`src/hdl/tcr_pkg.sv`:
```
// Purpose: shared constants and carriers for the temperature cycle result block
// Assumes: one clock, synchronous active-low reset
// Notes: register addresses are the read-only word addresses of the device map
`default_nettype none
package tcr_pkg;
  localparam logic [7:0] ADDR_PORT4_FRAC = 8'hee;
  localparam logic [7:0] ADDR_CYCLE_COUNT = 8'hef;
  localparam logic [15:0] FRAC_RESET = 16'h0000;
  localparam logic [7:0] COUNT_RESET = 8'h00;
  localparam logic [14:0] AVG_INT_RESET = 15'h0000;
  localparam logic [15:0] AVG_FRAC_RESET = 16'h0000;
  localparam logic [15:0] READ_RESET = 16'h0000;

  // per-cycle result of one port: 15-bit periods, 16-bit fraction
  typedef struct packed {
    logic [14:0] int_part;
    logic [15:0] frac_part;
  } tcr_time_t;

  // one averaged port result
  typedef struct packed {
    logic [14:0] avg_int;
    logic [15:0] avg_frac;
  } tcr_avg_t;

  typedef enum logic [1:0] {
    TCR_IDLE,
    TCR_DIVIDE,
    TCR_DONE
  } tcr_state_t;
endpackage
`default_nettype wire

```
`src/hdl/tcr_result_regs.sv`:
```
// Purpose: port-four fraction, temperature cycle counter and per-port averaging
// Assumes: sequencer supplies per-cycle pulses synchronous to sys_clk_in
// Notes: averages use a restoring divider, one quotient bit per clock
// Notes: a zero counter gives zero averages
// Contract
// - a 16-bit read-only fraction holds the port-four capacitor charge time.
// - the fraction is one clock period in 16-bit binary steps, all ones being just under one.
// - the cycle counter is an unsigned 8-bit value readable by software.
// - only valid error-free cycles of the first or third event sequence are counted.
// - each error-free temperature command adds one; cycles with errors leave it alone.
// - the counter is the divisor used to form each port's averaged results.
// - finishing the configured cycles sets the done flag and an enabled low-true interrupt.
// - each averaged integer is the port sum over the counter, in whole periods, 15 bits at most.
`default_nettype none
module tcr_result_regs #(
  parameter int PORTS = 4,
  parameter int CYC_W = 8
) (
  input wire logic sys_clk_in,
  input wire logic rst_n_in,
  input wire logic seq_first_active_in,
  input wire logic seq_third_active_in,
  input wire logic temp_cycle_end_in,
  input wire logic temp_cycle_error_in,
  input wire tcr_pkg::tcr_time_t [PORTS-1:0] port_time_in,
  input wire logic seq_start_in,
  input wire logic [CYC_W-1:0] cycles_configured_in,
  input wire logic temp_done_irq_en_in,
  input wire logic temp_done_clear_in,
  input wire logic [7:0] rd_addr_in,
  input wire logic rd_en_in,
  output logic [15:0] rd_data_out,
  output logic rd_hit_out,
  output logic [CYC_W-1:0] cycle_count_out,
  output tcr_pkg::tcr_avg_t [PORTS-1:0] port_avg_out,
  output logic avg_valid_out,
  output logic temp_sequence_done_flag_out,
  output logic irq_n_out
);
  localparam int SUM_W = 31 + CYC_W;
  localparam int QB = 31;

  typedef struct packed {
    logic [15:0] frac;
    logic [CYC_W-1:0] count;
    logic [CYC_W-1:0] tried;
    logic [PORTS-1:0][SUM_W-1:0] sum;
    logic [PORTS-1:0][SUM_W-1:0] rem;
    logic [PORTS-1:0][30:0] quo;
    tcr_pkg::tcr_avg_t [PORTS-1:0] avg;
    logic [5:0] bit_idx;
    tcr_pkg::tcr_state_t state;
    logic done_flag;
    logic avg_valid;
    logic [15:0] rd_data;
  } tcr_state_all_t;

  tcr_state_all_t st_r, st_nxt;
  logic seq_ok;
  logic cycle_good;
  logic cycle_any;
  logic [SUM_W-1:0] divisor;
  logic [PORTS-1:0][SUM_W-1:0] step_rem;
  logic [PORTS-1:0] step_bit;

  // ************************************************
  // per-port divide steps
  // ************************************************
  assign divisor = SUM_W'(st_r.count);
  for (genvar g = 0; g < PORTS; g++) begin : g_div
    tcr_div_step #(
      .SUM_W(SUM_W),
      .QB(QB)
    ) u_step (
      .sum_in(st_r.sum[g]),
      .rem_in(st_r.rem[g]),
      .divisor_in(divisor),
      .bit_idx_in(st_r.bit_idx),
      .rem_out(step_rem[g]),
      .quo_bit_out(step_bit[g])
    );
  end

  // ************************************************
  // next state
  // ************************************************
  always_comb begin
    st_nxt = st_r;
    seq_ok = seq_first_active_in | seq_third_active_in;
    cycle_any = temp_cycle_end_in & seq_ok;
    cycle_good = cycle_any & ~temp_cycle_error_in;
    // a start pulse outranks any event in the same cycle
    if (seq_start_in) begin
      st_nxt.count = tcr_pkg::COUNT_RESET;
      st_nxt.tried = '0;
      st_nxt.sum = '0;
      st_nxt.avg_valid = 1'b0;
      st_nxt.state = tcr_pkg::TCR_IDLE;
    end else begin
      if (cycle_any) begin
        st_nxt.tried = st_r.tried + CYC_W'(1);
        // fraction of port four latched each completed cycle
        st_nxt.frac = port_time_in[3 % PORTS].frac_part;
      end
      if (cycle_good) begin
        st_nxt.count = st_r.count + CYC_W'(1);
        for (int p = 0; p < PORTS; p++) begin
          st_nxt.sum[p] = st_r.sum[p] + SUM_W'(port_time_in[p]);
        end
      end
      unique case (st_r.state)
        tcr_pkg::TCR_IDLE: begin
          // completion counts attempted cycles, errored ones included
          if (cycle_any && (st_r.tried + CYC_W'(1) == cycles_configured_in)) begin
            st_nxt.state = tcr_pkg::TCR_DIVIDE;
            st_nxt.bit_idx = 6'(QB - 1);
          end
        end
        tcr_pkg::TCR_DIVIDE: begin
          // every port steps at once against the shared counter
          for (int p = 0; p < PORTS; p++) begin
            st_nxt.rem[p] = step_rem[p];
            st_nxt.quo[p][st_r.bit_idx[4:0]] = step_bit[p];
          end
          if (st_r.bit_idx == 6'h00) begin
            st_nxt.state = tcr_pkg::TCR_DONE;
          end else begin
            st_nxt.bit_idx = st_r.bit_idx - 6'h01;
          end
        end
        tcr_pkg::TCR_DONE: begin
          for (int p = 0; p < PORTS; p++) begin
            st_nxt.avg[p].avg_int = st_r.quo[p][30:16];
            st_nxt.avg[p].avg_frac = st_r.quo[p][15:0];
          end
          st_nxt.avg_valid = 1'b1;
          st_nxt.done_flag = 1'b1;
          st_nxt.state = tcr_pkg::TCR_IDLE;
        end
      endcase
    end
    // a flag set in this cycle outranks the clear
    if (temp_done_clear_in && !(st_r.state == tcr_pkg::TCR_DONE)) begin
      st_nxt.done_flag = 1'b0;
    end
    // read data reflects this edge's updates
    st_nxt.rd_data = tcr_pkg::READ_RESET;
    if (rd_en_in) begin
      if (rd_addr_in == tcr_pkg::ADDR_PORT4_FRAC) begin
        st_nxt.rd_data = st_nxt.frac;
      end else if (rd_addr_in == tcr_pkg::ADDR_CYCLE_COUNT) begin
        st_nxt.rd_data = 16'(st_nxt.count);
      end
    end
  end

  // ************************************************
  // registers
  // ************************************************
  always_ff @(posedge sys_clk_in) begin
    if (!rst_n_in) begin
      st_r <= '0;
      st_r.frac <= tcr_pkg::FRAC_RESET;
      st_r.count <= tcr_pkg::COUNT_RESET;
      st_r.state <= tcr_pkg::TCR_IDLE;
    end else begin
      st_r <= st_nxt;
    end
  end

  // ************************************************
  // outputs
  // ************************************************
  assign rd_data_out = st_r.rd_data;
  assign rd_hit_out = rd_en_in &&
    (rd_addr_in == tcr_pkg::ADDR_PORT4_FRAC || rd_addr_in == tcr_pkg::ADDR_CYCLE_COUNT);
  assign cycle_count_out = st_r.count;
  assign port_avg_out = st_r.avg;
  assign avg_valid_out = st_r.avg_valid;
  assign temp_sequence_done_flag_out = st_r.done_flag;
  // interrupt follows the enable without waiting for a clock
  assign irq_n_out = ~(st_r.done_flag & temp_done_irq_en_in);
endmodule

// ************************************************
// one restoring-divide step
// ************************************************
module tcr_div_step #(
  parameter int SUM_W = 39,
  parameter int QB = 31
) (
  input wire logic [SUM_W-1:0] sum_in,
  input wire logic [SUM_W-1:0] rem_in,
  input wire logic [SUM_W-1:0] divisor_in,
  input wire logic [5:0] bit_idx_in,
  output logic [SUM_W-1:0] rem_out,
  output logic quo_bit_out
);
  logic [SUM_W-1:0] trial;

  always_comb begin
    // first step brings down every dividend bit from the top quotient bit's position up
    if (bit_idx_in == 6'(QB - 1)) begin
      trial = SUM_W'(sum_in >> (QB - 1));
    end else begin
      trial = {rem_in[SUM_W-2:0], sum_in[bit_idx_in[4:0]]};
    end
    // zero divisor keeps the quotient bit clear
    if (divisor_in != '0 && trial >= divisor_in) begin
      rem_out = trial - divisor_in;
      quo_bit_out = 1'b1;
    end else begin
      rem_out = trial;
      quo_bit_out = 1'b0;
    end
  end
endmodule
`default_nettype wire

```
`config.mk`:
```
export PLATFORM = sky130hd
export DESIGN_NAME = tcr_result_regs
export DESIGN_NICKNAME = d
export VERILOG_FILES = /design/src/hdl/tcr_pkg.sv /design/src/hdl/tcr_result_regs.sv
export SDC_FILE = /design/constraint.sdc
export NUM_CORES = 2
export LEC_CHECK = 0
export BUFFER_PORTS_ARGS = -buffer_cell sky130_fd_sc_hd__buf_4
export CAP_MARGIN = 10
export CORE_MARGIN = 5
export CORE_UTILIZATION = 45
export DETAILED_ROUTE_END_ITERATION = 16
export HOLD_SLACK_MARGIN = 0.03
export PLACE_DENSITY = 0.68
export RECOVER_POWER = 50
export SLEW_MARGIN = 5
export SYNTH_ARGS = -nofsm -noshare
export SYNTH_HDL_FRONTEND = slang
export SYNTH_SLANG_ARGS = --single-unit
```
`constraint.sdc`:
```
create_clock -name sys_clk_in -period 8.35 [get_ports sys_clk_in]
set_clock_uncertainty 0.15 [all_clocks]
set_input_delay 1.67 -clock sys_clk_in [delete_from_list [all_inputs] [get_ports sys_clk_in]]
set_output_delay 1.67 -clock sys_clk_in [all_outputs]
set_load 0.005 [all_outputs]
```
==> metrics.md <==
| Metric | Value |
|---|---|
| Status | `finished with violations` |
| Failing checks | `capacitance limit, slew limit` |
| TritonCTS Buffers | `71` |
| Dpl hpwl | `74.4 mm` |
| Longest Clk Path Bufs | `3` |
| Largest net degree at the start of global routing | `183` |
| Final GP Congestion | `0.916` |
| Final period utilization | `0.820` |
| Cell Count Post-Placement | `5,738` |
| Switching Fraction | `0.249` |
| Cts hold-fix bufs | `0` |
| Slew margin rel. | `-1.55` |
| MaxCap Viol Count | `9` |
| Sequential area share after synthesis | `0.337` |
| Die H | `295 um` |
| First-pass GRT wire length | `172 mm` |
| Root buffer cell | `clkbuf_16` |
| Vias | `34.2k` |
| Class of the worst hold path | `reg -> reg` |
| Share of cells above drive strength 1 | `0.106` |
| Worst setup SP type | `input pin` |
| Initial DRC count | `2,718` |
| Initial core utilization | `0.453` |
| Detail Route Antenna Nets | `0` |
| Nets | `5,076` |
| Hold Fails Final Rpt | `0` |
| Fmax | `146 MHz` |
| Setup violators final | `0` |
| Synthesis-to-finish area growth | `10.9%` |
| Leak | `15.5 nW` |
| Critical path arrival | `7.08 ns` |
| Clock Latency Late Sink | `0.63 ns` |
| Drt wl/cell | `18.4 um` |
| Routed WL | `108 mm` |
| # fillers | `7,895` |
| CP endpoint kind | `register` |
| Drt first pass iters | `6` |
| Synth Net Count | `5,079` |
| Via-to-Cell Ratio | `5.83` |
| Vias in the first global route | `32.0k` |
| Setup TNS | `0 ns` |
| Peak VDD IR | `135 uV` |
| H-tree Lvls | `3` |
| Number of synthesized flops with an enable pin | `0` |
| Post-synth top area share | `0.337` |
| Async SR Flop Fraction | `0` |
| Core Area | `80,400 um2` |
| Syn Inst Count | `4,755` |
| Library cells used by synthesis | `100` |
| CTS tree | `yes` |
| RSZ-0062 raised after global routing | `false` |
| CTS clock-pin slew for the worst setup and hold paths | `0.06 ns` |
| WS Path Type | `in -> reg` |
| P_int | `0.00505 W` |
| Most frequent cells after synthesis | `nand2_1 (875), dfxtp_1 (614), a21oi_1 (559), nor2_1 (422), o21ai_0 (274)` |
| Seq cells post-synth | `614` |
| Synth warn | `0` |
| Post-Syn Area | `36,500 um2` |
| Chip width | `295 um` |
| Sink Count | `614` |
| Final core utilization | `0.503` |
| Max-slew violation count | `696` |
| Clk pwr share | `0.483` |
| Main synth FF type | `dfxtp_1` |
| Post-route minimum period | `6.85 ns` |
| Area leader, netlist | `dfxtp_1` |
| Most frequent cell after synthesis | `nand2_1` |
| CP required | `8.58 ns` |
| Total Routing Usage GR | `0.237` |
| Slew @ Worst Pin | `3.83 ns` |
| Die ar. | `86,800 um2` |
| Setup Buffers After CTS | `0` |
| CTS resizes | `0` |
| Comb pwr share | `0.077` |
| IO Count | `302` |
| Initial antenna violation count | `4` |
| Pwr Density | `166 nW/um2` |
| Switching power | `0.00168 W` |
| Setup ws final | `1.50 ns` |
| Fin cells | `5,869` |
| FP Rows | `104` |
| Syn_area_per_cell | `7.67 um2` |
| Sequential share of power | `0.441` |
| Pre-CTS setup slack | `2.31 ns` |
| Crit path max fanout | `85` |
| DRC violations left | `0` |
| Synth top area cells | `dfxtp_1 (34%), nand2_1 (9.0%), a21oi_1 (7.7%)` |
| Total global routing overflow | `0` |
| PortBufs | `301` |
[cell type report]
type,instances,area [um2],share of cell area
Multi-Input combinational cell,3639,21700,0.537
Inverter,88,330,0.00816
Tap cell,1060,1330,0.0328
Clock buffer,100,2030,0.0501
Timing Repair Buffer,338,2350,0.0582
Clock inverter,29,402,0.00993
Sequential cell,614,12300,0.304
Antenna cell,1,2.50,0.0000619
[through the flow]
step	power, W	cell area [um2]	hold slack, ns
after floorplan	0.00337	36500	0.270
after global placement	0.00353	38300	0.287
after detailed placement	0.00354	38300	0.289
after CTS	0.00677	40700	0.295
after global routing	0.00695	40500	0.318
final	0.00673	40500	0.295
[cells in the final DEF (no fill, tap or decap), types with 32 or more instances in the layout]
cell type | netlist | routed
clkbuf_1 | 215 | 65
nand2_1 | 875 | 873
and3_1 | 40 | 40
clkbuf_4 | 0 | 108
nor3_1 | 97 | 97
a21oi_1 | 559 | 558
clkbuf_16 | 0 | 72
a21o_1 | 69 | 69
nand3_1 | 119 | 119
nor4_1 | 46 | 46
a31oi_1 | 47 | 46
mux4_2 | 33 | 33
mux2i_1 | 59 | 59
dfxtp_1 | 614 | 612
nor2_1 | 422 | 418
xnor2_1 | 105 | 105
inv_1 | 87 | 88
buf_4 | 148 | 176
o21ai_0 | 274 | 275
xor2_1 | 62 | 62
a211oi_1 | 68 | 68
o31ai_1 | 32 | 32
or3_1 | 58 | 58
ha_1 | 166 | 166
[cells by family after synthesis]
logic type / count (synthesis) / synth area share
xor+xnor: 167 / 0.0401
flops: 614 / 0.337
simple gates: 1878 / 0.232
fa+ha+maj: 174 / 0.0613
mux: 94 / 0.0372
compound gates: 1326 / 0.223
buf+inv: 502 / 0.0696
[power groups by stage]
stage                     Clock (W)  Combinational, W  Sequential, W
after floorplan                   0          0.000345        0.00302
after global placement            0          0.000503        0.00303
after detailed placement          0          0.000509        0.00303
after CTS                   0.00330          0.000512        0.00296
after global routing        0.00342          0.000567        0.00297
final                       0.00325          0.000515        0.00297
[sequential cells by signal, indices dropped and copies added (netlist names)]
register	cells
st_r	464
port_avg_out	124
rd_data_out	16
cycle_count_out	8
temp_sequence_done_flag_out	1
avg_valid_out	1
[per-layer routing]
metal  share of wire  GRT usage  wire length (um)
met1            0.44      0.321             47600
met2            0.47      0.390             50400
met3           0.060     0.0356              6500
met4           0.031     0.0759              3300
met5         0.00044          0                47
[critical path, stage by stage]
cell and delay, ns:
clkbuf_1 0.24, inv_1 2.34, clkbuf_1 2.56, nor2_1 0.14
[path summary, 6_finish.rpt]
| check | from | to | slack, ns | depth (start not counted) |
|---|---|---|---|---|
| setup reg to reg | st_r[21]$_SDFFE_PN0P_ | st_r[310]$_SDFFE_PN0P_ | 2.16 | 16 |
| setup / recovery | rst_n_in | st_r[151]$_SDFFE_PN0P_ | 1.50 | 4 |
| hold reg to reg | st_r[179]$_SDFFE_PN0P_ | port_avg_out[29]$_SDFFE_PN0P_ | 0.29 | 2 |
| hold / removal | st_r[179]$_SDFFE_PN0P_ | port_avg_out[29]$_SDFFE_PN0P_ | 0.29 | 2 |
(Power assumes the default switching activity.)
